**src/design/rtc_params.svh**
```systemverilog
// Offsets, field positions, reset values and rates of the clock core.
// Assumes inclusion by bare name from the package and the core.
`ifndef RTC_PARAMS_SVH
`define RTC_PARAMS_SVH
// ----------------------------------------
// Register locations
// ----------------------------------------
`define RTC_OFF_CTL 4'h0
`define RTC_OFF_HUND 4'h1
`define RTC_OFF_SEC 4'h2
`define RTC_OFF_MIN 4'h3
`define RTC_OFF_HOUR 4'h4
`define RTC_OFF_YD 4'h5
`define RTC_OFF_WM 4'h6
`define RTC_OFF_TMR 4'h7
`define RTC_OFF_ACR 4'h8
`define RTC_OFF_ATMR 4'hF
// ----------------------------------------
// Field positions
// ----------------------------------------
`define RTC_CTL_STOP 7
`define RTC_CTL_MODE_HI 5
`define RTC_CTL_MODE_LO 4
`define RTC_CTL_MASK 3
`define RTC_CTL_AEN 2
`define RTC_CTL_AFLAG 1
`define RTC_CTL_TFLAG 0
`define RTC_ACR_AIE 7
`define RTC_ACR_TAE 6
`define RTC_ACR_AF_HI 5
`define RTC_ACR_AF_LO 4
`define RTC_ACR_TIE 3
`define RTC_ACR_TRES_HI 2
`define RTC_HOUR_H12 7
`define RTC_HOUR_PM 6
// ----------------------------------------
// Reset values, limits, codes
// ----------------------------------------
`define RTC_RST_ZERO 8'h00
`define RTC_RST_YD 8'h01
`define RTC_RST_WM 8'h01
`define RTC_YD_DATE_MASK 8'h3F
`define RTC_WM_MONTH_MASK 8'h1F
`define RTC_HALF_SEC 8'h50
`define RTC_XTAL_HZ 16'h8000
`define RTC_TICK_HZ 16'h0064
`define RTC_TRES_STEP 3'h1
`define RTC_TRES_SEC 3'h2
`define RTC_TRES_MIN 3'h3
`define RTC_TRES_HOUR 3'h4
`define RTC_TRES_DAY 3'h5
`define RTC_AF_DAILY 2'h1
`define RTC_AF_WEEKDAY 2'h2
`define RTC_AF_EVENT 2'h2
`define RTC_AF_DATED 2'h3
`endif

```
**src/design/rtc_pkg.sv**
```systemverilog
// Types shared by the clock core.
// Assumes rtc_params.svh is on the include path.
`include "rtc_params.svh"
package rtc_pkg;
  // Counting source, control bits 5:4
  typedef enum logic [1:0] {
    RTC_XTAL = 2'b00,
    RTC_EVENT = 2'b01,
    RTC_MAINS = 2'b10,
    RTC_TEST = 2'b11
  } rtc_mode_type;

  typedef struct packed {
    logic [2:0] osc_sync;
    logic osc_lvl;
    logic [15:0] frac;
    logic pend;
    logic [7:0] ctl, hund, sec, mins, hour, yd, wm, tmr;
    logic [7:0][7:0] alm;
    logic [6:0][7:0] cap;
    logic [7:0] rdata;
    logic amatch, tmatch, int_act;
  } rtc_state_type;
endpackage : rtc_pkg

```
**src/design/rtc_core.sv**
```systemverilog
// Clock/calendar, event counter, timer and alarm core with register port.
// Assumes a bus front end that decodes locations 00-0F into strobes.
//
// Summary of operation
// - Hours register MSB selects 12-hour or 24-hour counting.
// - Mask flag strips year and weekday bits from reads of 05, 06.
// - Event mode counts six BCD digits, top to bottom, no divider.
// - Hundredths 00-99, sec/min 00-59, hours 24h or 12h AM/PM cycle.
// - Date wraps per month length; February 29 days only in year 0.
// - Month 01-12, year 0-3, weekday 0-6, timer 00-99 without carry.
// - Alarm control acts only while alarm enable bit is set.
// - Alarm registers at counter location plus 08, bitwise compare.
// - Dated ignores year/weekday, daily ignores date/month, weekday mask.
// - Enabled timer counts to 99, wraps to 0, sets timer flag.
// - Timer flag cleared only by write; drives interrupt if enabled.
// - Timer alarm sets alarm flag when timer equals alarm timer.
// - Alarm control low three bits pick timer resolution.
// - Control bits 4,5 = 1,0 select event mode on oscillator input.
// - Event alarm sets alarm flag when count equals locations 9-B.
// - Event mode timer steps per 1, 100, 10000 or 1000000 events.
// - Interrupt low while an enabled flag is set, until cleared.
// - Alarm disabled in clock mode: interrupt is a 1 Hz square wave.
// - Crystal mode divides 32.768 kHz input to a 100 Hz tick.
// - 50 Hz and event modes stop oscillator, input goes high-Z.
// - Reset gives crystal mode, 24h, Jan 1 00:00:00.00, output high.
// - Start of a read cycle snapshots all counters into latches.
`timescale 1ns/1ns
`include "rtc_params.svh"
module rtc_core
  import rtc_pkg::*;
(
  // Clock and reset
  input wire logic mclk,
  input wire logic sys_rst,
  // Register port
  input wire logic [3:0] reg_addr,
  input wire logic reg_wr,
  input wire logic [7:0] reg_wdata,
  input wire logic rd_cycle_start,
  input wire logic reg_rd,
  output logic [7:0] reg_rdata,
  // Oscillator pins
  input wire logic osc_in_pin,
  output logic osc_in_hiz,
  output logic osc_out_pin_o,
  output logic osc_out_pin_oe,
  // Interrupt pin, open drain
  output logic int_n_o,
  output logic int_n_oe
);

  // ----------------------------------------
  // Arithmetic helpers
  // ----------------------------------------
  function automatic logic [8:0] bcd_step(input logic [7:0] v,
                                          input logic [7:0] top,
                                          input logic [7:0] bot);
    if (v == top) begin
      return {1'b1, bot};
    end
    if (v[3:0] == 4'h9) begin
      return {1'b0, v[7:4] + 4'h1, 4'h0};
    end
    return {1'b0, v[7:4], v[3:0] + 4'h1};
  endfunction : bcd_step

  function automatic logic [7:0] month_top(input logic [4:0] mon,
                                           input logic [1:0] yr);
    case (mon)
      5'h02: return (yr == 2'h0) ? 8'h29 : 8'h28;
      5'h04, 5'h06, 5'h09, 5'h11: return 8'h30;
      default: return 8'h31;
    endcase
  endfunction : month_top

  // ----------------------------------------
  // State
  // ----------------------------------------
  rtc_state_type st_ff;
  rtc_state_type nxt_st;

  rtc_mode_type mode;
  logic evt, run, aen, osc_ok, osc_rise;
  logic [15:0] frac_sum;
  logic tick_x, tick_m, step;
  logic [7:0] ms_top;
  logic c_hu, c_se, c_mi, c_day;
  logic h12, hour_last;
  logic [7:0] acr;
  logic [1:0] af;
  logic ten, tsrc, tinc;
  logic t_eq, h_eq, amatch, tmatch, aset;
  logic [8:0] s_hu, s_se, s_mi, s_hr, s_dt, s_mo, s_tm;
  logic [7:0] hr_next, rd_val;

  // ----------------------------------------
  // Mode decode
  // ----------------------------------------
  assign mode = rtc_mode_type'(st_ff.ctl[`RTC_CTL_MODE_HI:`RTC_CTL_MODE_LO]);
  assign evt = (mode == RTC_EVENT);
  assign run = ~st_ff.ctl[`RTC_CTL_STOP];
  assign aen = st_ff.ctl[`RTC_CTL_AEN];
  // Alarm control is dead unless enabled
  assign acr = aen ? st_ff.alm[0] : `RTC_RST_ZERO;
  assign af = acr[`RTC_ACR_AF_HI:`RTC_ACR_AF_LO];

  // Oscillator runs in crystal and test modes
  assign osc_in_hiz = (mode == RTC_MAINS) | evt;
  assign osc_out_pin_oe = ~osc_in_hiz;
  assign osc_out_pin_o = ~st_ff.osc_lvl;

  // ----------------------------------------
  // Input filter and time base
  // ----------------------------------------
  // Level changes once stages two and three agree
  assign osc_ok = (st_ff.osc_sync[1] == st_ff.osc_sync[2]);
  assign osc_rise = osc_ok & st_ff.osc_sync[2] & ~st_ff.osc_lvl;

  // Fractional divide keeps 100 Hz exact from 32768 edges
  assign frac_sum = st_ff.frac + `RTC_TICK_HZ;
  assign tick_x = osc_rise & (mode == RTC_XTAL) & (frac_sum >= `RTC_XTAL_HZ);
  // Each mains edge is two hundredths
  assign tick_m = osc_rise & (mode == RTC_MAINS);
  assign step = run & (tick_x | tick_m | st_ff.pend | (evt & osc_rise));

  // ----------------------------------------
  // Counter chain
  // ----------------------------------------
  assign ms_top = evt ? 8'h99 : 8'h59;
  assign s_hu = bcd_step(st_ff.hund, 8'h99, 8'h00);
  assign s_se = bcd_step(st_ff.sec, ms_top, 8'h00);
  assign s_mi = bcd_step(st_ff.mins, ms_top, 8'h00);
  assign c_hu = step & s_hu[8];
  assign c_se = c_hu & s_se[8];
  assign c_mi = c_se & s_mi[8];

  assign h12 = st_ff.hour[`RTC_HOUR_H12];
  assign hour_last = h12 ? (st_ff.hour[6:0] == 7'h51) : (st_ff.hour[5:0] == 6'h23);
  assign c_day = c_mi & ~evt & hour_last;
  assign s_hr = bcd_step({2'b00, st_ff.hour[5:0]}, 8'h23, 8'h00);

  always_comb begin
    hr_next = {st_ff.hour[7:6], s_hr[5:0]};
    if (h12) begin
      if (st_ff.hour[5:0] == 6'h11) begin
        hr_next = {2'b10 | {1'b0, ~st_ff.hour[`RTC_HOUR_PM]}, 6'h12};
      end else if (st_ff.hour[5:0] == 6'h12) begin
        hr_next = {st_ff.hour[7:6], 6'h01};
      end
    end
  end

  assign s_dt = bcd_step({2'b00, st_ff.yd[5:0]},
                         month_top(st_ff.wm[4:0], st_ff.yd[7:6]), 8'h01);
  assign s_mo = bcd_step({3'b000, st_ff.wm[4:0]}, 8'h12, 8'h01);
  assign s_tm = bcd_step(st_ff.tmr, 8'h99, 8'h00);

  // ----------------------------------------
  // Timer source
  // ----------------------------------------
  assign ten = ~st_ff.ctl[`RTC_CTL_MODE_HI] & aen;
  always_comb begin
    unique case (acr[`RTC_ACR_TRES_HI:0])
      `RTC_TRES_STEP: tsrc = step;
      `RTC_TRES_SEC: tsrc = c_hu;
      `RTC_TRES_MIN: tsrc = c_se;
      `RTC_TRES_HOUR: tsrc = c_mi;
      `RTC_TRES_DAY: tsrc = c_day;
      default: tsrc = 1'b0;
    endcase
  end
  assign tinc = ten & tsrc;

  // ----------------------------------------
  // Alarm compare
  // ----------------------------------------
  assign t_eq = (st_ff.hund == st_ff.alm[1]) & (st_ff.sec == st_ff.alm[2]) &
                (st_ff.mins == st_ff.alm[3]);
  // Hour bits 7:6 must match too
  assign h_eq = t_eq & (st_ff.hour == st_ff.alm[4]);

  always_comb begin
    amatch = 1'b0;
    if (evt) begin
      amatch = (af == `RTC_AF_EVENT) & t_eq;
    end else begin
      unique case (af)
        `RTC_AF_DAILY: amatch = h_eq;
        `RTC_AF_WEEKDAY: amatch = h_eq & st_ff.alm[6][st_ff.wm[7:5]];
        `RTC_AF_DATED: amatch = h_eq & (st_ff.yd[5:0] == st_ff.alm[5][5:0]) &
                                (st_ff.wm[4:0] == st_ff.alm[6][4:0]);
        default: amatch = 1'b0;
      endcase
    end
  end
  assign tmatch = acr[`RTC_ACR_TAE] & (st_ff.tmr == st_ff.alm[7]);
  // Flag sets on entry into a match, so a clear sticks during it
  assign aset = (amatch & ~st_ff.amatch) | (tmatch & ~st_ff.tmatch);

  // ----------------------------------------
  // Read mux
  // ----------------------------------------
  always_comb begin
    rd_val = st_ff.ctl;
    if (reg_addr[3]) begin
      rd_val = st_ff.alm[reg_addr[2:0]];
    end else if (reg_addr != `RTC_OFF_CTL) begin
      rd_val = st_ff.cap[reg_addr[2:0] - 3'h1];
    end
    if (st_ff.ctl[`RTC_CTL_MASK]) begin
      if (reg_addr == `RTC_OFF_YD) begin
        rd_val = rd_val & `RTC_YD_DATE_MASK;
      end else if (reg_addr == `RTC_OFF_WM) begin
        rd_val = rd_val & `RTC_WM_MONTH_MASK;
      end
    end
  end

  // ----------------------------------------
  // Next state
  // ----------------------------------------
  always_comb begin
    nxt_st = st_ff;
    nxt_st.osc_sync = {st_ff.osc_sync[1:0], osc_in_pin};
    if (osc_ok) begin
      nxt_st.osc_lvl = st_ff.osc_sync[2];
    end
    if (osc_rise & (mode == RTC_XTAL)) begin
      nxt_st.frac = tick_x ? frac_sum - `RTC_XTAL_HZ : frac_sum;
    end
    nxt_st.pend = run & tick_m;

    if (step) begin
      nxt_st.hund = s_hu[7:0];
    end
    if (c_hu) begin
      nxt_st.sec = s_se[7:0];
    end
    if (c_se) begin
      nxt_st.mins = s_mi[7:0];
    end
    if (c_mi & ~evt) begin
      nxt_st.hour = hr_next;
    end
    if (c_day) begin
      nxt_st.yd[5:0] = s_dt[5:0];
      nxt_st.wm[7:5] = (st_ff.wm[7:5] == 3'h6) ? 3'h0 : st_ff.wm[7:5] + 3'h1;
      if (s_dt[8]) begin
        nxt_st.wm[4:0] = s_mo[4:0];
        if (s_mo[8]) begin
          nxt_st.yd[7:6] = st_ff.yd[7:6] + 2'h1;
        end
      end
    end
    if (tinc) begin
      nxt_st.tmr = s_tm[7:0];
    end

    nxt_st.amatch = amatch;
    nxt_st.tmatch = tmatch;
    if (rd_cycle_start) begin
      nxt_st.cap = {st_ff.tmr, st_ff.wm, st_ff.yd, st_ff.hour,
                    st_ff.mins, st_ff.sec, st_ff.hund};
    end
    if (reg_rd) begin
      nxt_st.rdata = rd_val;
    end

    // A write replaces only the addressed byte
    if (reg_wr) begin
      if (reg_addr[3]) begin
        nxt_st.alm[reg_addr[2:0]] = reg_wdata;
      end else begin
        unique case (reg_addr[2:0])
          3'h0: nxt_st.ctl = reg_wdata;
          3'h1: nxt_st.hund = reg_wdata;
          3'h2: nxt_st.sec = reg_wdata;
          3'h3: nxt_st.mins = reg_wdata;
          3'h4: nxt_st.hour = reg_wdata;
          3'h5: nxt_st.yd = reg_wdata;
          3'h6: nxt_st.wm = reg_wdata;
          3'h7: nxt_st.tmr = reg_wdata;
        endcase
      end
    end
    // Set beats a same-cycle clear
    if (aset) begin
      nxt_st.ctl[`RTC_CTL_AFLAG] = 1'b1;
    end
    if (tinc & s_tm[8]) begin
      nxt_st.ctl[`RTC_CTL_TFLAG] = 1'b1;
    end

    // Released pin reads high: square wave starts high
    if (aen) begin
      nxt_st.int_act = (acr[`RTC_ACR_AIE] & st_ff.ctl[`RTC_CTL_AFLAG]) |
                       (acr[`RTC_ACR_TIE] & st_ff.ctl[`RTC_CTL_TFLAG]);
    end else begin
      nxt_st.int_act = ~evt & (st_ff.hund >= `RTC_HALF_SEC);
    end

    if (sys_rst) begin
      nxt_st = '0;
      nxt_st.yd = `RTC_RST_YD;
      nxt_st.wm = `RTC_RST_WM;
    end
  end

  always_ff @(posedge mclk) begin
    st_ff <= nxt_st;
  end

  assign reg_rdata = st_ff.rdata;
  assign int_n_o = 1'b0;
  assign int_n_oe = st_ff.int_act;
endmodule : rtc_core

```
**config.mk**
```make
export PLATFORM = sky130hd
export DESIGN_NAME = rtc_core
export DESIGN_NICKNAME = d
export VERILOG_FILES = /design/src/design/rtc_pkg.sv /design/src/design/rtc_core.sv
export VERILOG_INCLUDE_DIRS = /design/src /design/src/design
export SDC_FILE = /design/constraint.sdc
export NUM_CORES = 1
export LEC_CHECK = 0
export ABC_AREA = 1
export BUFFER_PORTS_ARGS = -buffer_cell sky130_fd_sc_hd__buf_4
export CORE_MARGIN = 3
export CORE_UTILIZATION = 55
export CTS_BUF_LIST = sky130_fd_sc_hd__clkbuf_8
export DETAILED_ROUTE_END_ITERATION = 12
export HOLD_SLACK_MARGIN = 0.15
export PLACE_DENSITY_LB_ADDON = 0.25
export SLEW_MARGIN = 0
export SYNTH_ARGS = -nofsm -noshare
export SYNTH_HDL_FRONTEND = slang
export SYNTH_SLANG_ARGS = --single-unit
```
**constraint.sdc**
```tcl
create_clock -name mclk -period 2.72 [get_ports mclk]
set_clock_uncertainty 0.15 [all_clocks]
set_input_delay 0.136 -clock mclk [delete_from_list [all_inputs] [get_ports mclk]]
set_output_delay 0.136 -clock mclk [all_outputs]
set_load 0.005 [all_outputs]
```
======== Word level (Yosys, flattened, before mapping) ========
Index checks and enable logic that the tools add are counted.
W data, S select, Z words.
word-level totals
  bits of input ports ..................... 18
  logic and storage cells ................. 267
  bits in registers ....................... 216
operators by class
  reductions and logical operators ........ 14
  bitwise gates (word level) .............. 44
  eq/ne operators ......................... 52
  $lt $le $gt $ge ......................... 6
  add/subtract/negate cells ............... 19
  multiplexer cells ....................... 99
operators by type and width
  operator                  count
  $mux W9                   24
  $mux W8                   23
  $mux W122                 1
  $bwmux W64                1
  $mux W64                  1
  $mux W58                  1
  $eq A8 B8 Y1              7
  $bmux W8 S3               2
  $add A4 B1 Y4 const B     11
  $mux W16                  2
  $mux W6                   5
  $and A1 B1 Y1             29
  $eq A4 B4 Y1 const B      7
  $mux W1                   28
  $demux W8 S3              1
  $eq A3 B3 Y1 const B      7
  $add A16 B7 Y16 const B   1
  $eq A8 B8 Y1 const B      2
  $ge A16 B16 Y1 const B    1
  $sub A16 B16 Y16 const B  1
  $eq A3 B2 Y1 const B      4
  $eq A6 B5 Y1 const B      2
  $lt A3 B4 Y1 const B      3
  $eq A5 B3 Y1 const B      2
  39 further kinds          68

======== Depth between registers and ports, before layout ========
  depth in word-level cells ............... 21
  mapped depth ............................ 16

======== Worst setup path after synthesis ========
OpenSTA, ideal clock, no wires.
  path kind ............................... input to register
  start ................................... input reg_addr[0]
  end ..................................... register st_ff, in the netlist reg_rdata[7]
  path buffers ............................ 4
  arrival ................................. 2.406 ns
  data required time ...................... 2.500 ns
  slack ................................... 0.094 ns
  stages .................................. 14
  cells stage by stage .................... clkinv_1 > clkbuf_1 > clkbuf_1 > ha_1 > ha_1 > clkbuf_1 > inv_1 > clkbuf_1 > o21ai_0 > o221ai_1 > nand2_1 > a21oi_1 > o21ai_0 > a21oi_1
between the ends
  longest elaborated chain between the ends .. 8
ends and longest elaborated chain
  what                           line             source
  start, declared                rtc_core.sv:36   input wire logic [3:0] reg_addr,
  $sub A3 B1 Y3                  rtc_core.sv:208  rd_val = st_ff.cap[reg_addr[2:0] - 3'h1];
  $bmux W8 S3                    rtc_core.sv:208
  $mux W8 (not written as such)  rtc_core.sv:208
  $mux W8                        rtc_core.sv:207  end else if (reg_addr != `RTC_OFF_CTL) begin
  $mux W8                        rtc_core.sv:205  if (reg_addr[3]) begin
  $mux W8                        rtc_core.sv:213  end else if (reg_addr == `RTC_OFF_WM) begin
  $mux W8                        rtc_core.sv:211  if (reg_addr == `RTC_OFF_YD) begin
  $mux W8 *                      rtc_core.sv:210  if (st_ff.ctl[`RTC_CTL_MASK]) begin
  end signal, assigned           rtc_core.sv:310  st_ff <= nxt_st;
  end, declared                  rtc_core.sv:79   rtc_state_type st_ff;
Mark *: on every way between the ends. The rest lies on a longest branch, timed or not. The select of a mux whose other input is x is not followed.
A chain may end at the register's enable or synchronous reset.

======== Final worst setup path ========
  start ................................... input reg_addr[2]
  end ..................................... register st_ff, in the netlist reg_rdata[4]
Same word-level chain as after synthesis.

==> results.md <==
- Status: finished clean
- Max cap viols: 0
- PwrDens: 540 nW/um^2
- Die height: 149 um
- Final #Nets: 1689
- Pins Over Slew Limit: 0
- CTS root buf: clkbuf_8
- Area share of the largest cell type after synthesis: 38.3%
- Fmax: 377 MHz
- Post-synthesis sequential area ratio: 38.3%
- Area delta synth->final: 15.3%
- Number of cell rows: 51
- Total CTS buffers: 37
- Core ar.: 19700 um^2
- Number of global-route vias before repair: 10304
- Share of cells above drive strength 1: 11.1%
- H-tree Lvls: 2
- CTS tree: built
- Final instance area: 12900 um^2
- Worst vdd ir: 594 uV
- Largest net degree at the start of global routing: 168
- Crit end category: register
- Layout Utilization: 65.4%
- Initial antenna violation count: 2
- I/O pin count: 31
- Critical path start-end classification: in -> reg
- Sum Neg Setup Slack: 0 ps
- Asr flop ratio synth: 0%
- Final hold vios: 0
- Clk Latency, worst-skew pair: 540 ps
- CP Data Required Time: 2970 ps
- Die X: 149 um
- Cell with the most instances after synthesis: o21ai_0
- Post-synth top flop: dfxtp_1
- Port bufs: 29
- Total track usage: 35.3%
- Router iterations before antenna repair: 6
- Reg clk slew, reported paths: 50 ps
- Final Cycle Share: 97.4%
- Synth top cells by count: 229 x o21ai_0, 214 x dfxtp_1, 208 x a21oi_1
- Via density: 6.01
- Routability Congestion: 1.03
- Post-Syn Area: 11200 um^2
- Leakage: 5.30 nW
- Starting Density: 56.7%
- GRT overflow: 0
- Fin crit period: 2650 ps
- CP Launch Type: primary input
- Synth Instances: 1565
- Final setup fails: 0
- Yosys warns: 0
- First-pass GRT wire length: 60.3 mm
- Clk buf depth: 3
- Die area: 22100 um^2
- Vias: 11586
- WL/cell: 20.8 um
- Avg Synthesized Cell Area: 7.14 um^2
- Hold crit path type: in -> reg
- DRT iter0 DRCs: 1571
- Post-synth top area cell: dfxtp_1
- Placed instance area: 11800 um^2
- DPL Wire Length: 28.3 mm
- Crit path DAT: 2900 ps
- Library cells used by synthesis: 49
- Worst Tran Pin Value: 785 ps
- Detailed Route WL: 40.2 mm
- Synth top area cells: dfxtp_1 38%, o21ai_0 10%, a21oi_1 9.3%, inv_1 6.3%, nand2_1 5.2%
- CP max FO: 10
- Post-synth EDFFs: 0
- CTS Sinks: 214
- DRC viols: 0
- FF+latch count, synth: 214
- Slew HR: 47.4%
- ANT nets after route: 0
- Post-Syn Nets: 1617
worst max-delay path: stages:
cell and delay, ps:
dlygate4sd3_1 550, buf_6 150, inv_1 90, ha_1 340, buf_4 190, a311oi_1 250, a31oi_1 70, o211ai_1 410
a31oi_1 130, dlygate4sd3_1 570
path summary, 6_finish.rpt:
check | startpoint | end | slack [ps] | depth (start not counted)
worst max-delay path | reg_addr[2] | reg_rdata[4]$_SDFFE_PP0P_ | 70 | 10
worst min-delay path | reg_addr[1] | reg_rdata[1]$_SDFFE_PP0P_ | 260 | 6
worst max register to register | mode[0]$_SDFFE_PP0P_ | st_ff[154]$_SDFF_PP0_ | 100 | 16
worst min register to register | st_ff[213]$_SDFF_PP0_ | st_ff[214]$_SDFF_PP0_ | 260 | 2
sequential cells by signal, indices dropped and copies added, names as in the netlist:
name / count
st_ff: 201
reg_rdata: 8
mode: 2
aen: 1
h12: 1
int_n_oe: 1
final cells by class:
cell class              instances  area, um^2
inverters                     203         764
multi-input cells            1066        5830
diodes                          2        5.00
clock inverters                14        57.6
well taps                     265         332
clock buffers                  49         674
flip-flops and latches        214        4290
repair buffers                115         936
fillers                      1739        6830
cells by family (layout without fill, tap and decap cells):
family	count (synthesis)	count (layout)	synth area share [%]
simple gates	450	450	18.2
xor+xnor	38	38	2.98
fa+ha+maj	34	34	3.81
buf+inv	285	381	10.1
other cells	1	3	0.0335
flops	214	214	38.3
compound gates	543	543	26.6
through the flow:
stage	hold slack [ps]	total power, mW	worst slack, ps	std cells
finish	257	6.96	69.6	1928
global route	289	7.19	-33.1	1926
CTS	230	6.94	22.2	1911
detailed placement	193	4.05	46.2	1827
global placement	189	4.05	115	1827
floorplan	93.0	3.77	94.0	1565
metal layers:
metal	up-vias	part of all wire, %	global-route usage, %
met1	5328	42	49.4
li1	5503	-	-
met5	-	0	0
met3	124	9.9	6.03
met2	631	44	54.3
met4	0	4.4	14.2
cells in the final DEF (no fill, tap or decap), types with 18 or more instances in the layout:
master / Yosys / routed
inv_1: 189 / 197
ha_1: 34 / 32
buf_4: 9 / 91
nand4_1: 27 / 27
xor2_1: 35 / 35
nor3_1: 18 / 18
a21oi_1: 208 / 207
o22ai_1: 18 / 18
dlygate4sd3_1: 0 / 21
nand3_1: 82 / 80
o211ai_1: 26 / 26
clkbuf_8: 0 / 49
dfxtp_1: 214 / 213
nor2_1: 133 / 131
o21ai_0: 229 / 229
nand2_1: 155 / 153
where the power goes:
group	leakage, nW	internal, mW	switching (mW)
Clock	0.420	1.60	1.32
Combinational	3.14	0.239	0.487
Sequential	1.74	3.23	0.0856
timing repair:
action                                 CTS  global route
hold buffers                            21             0
setup endpoints to repair                0            28
setup buffers                            0            15
endpoints found under the hold margin  188             0
gates resized for setup                  0            20
(Power assumes the default switching activity.)
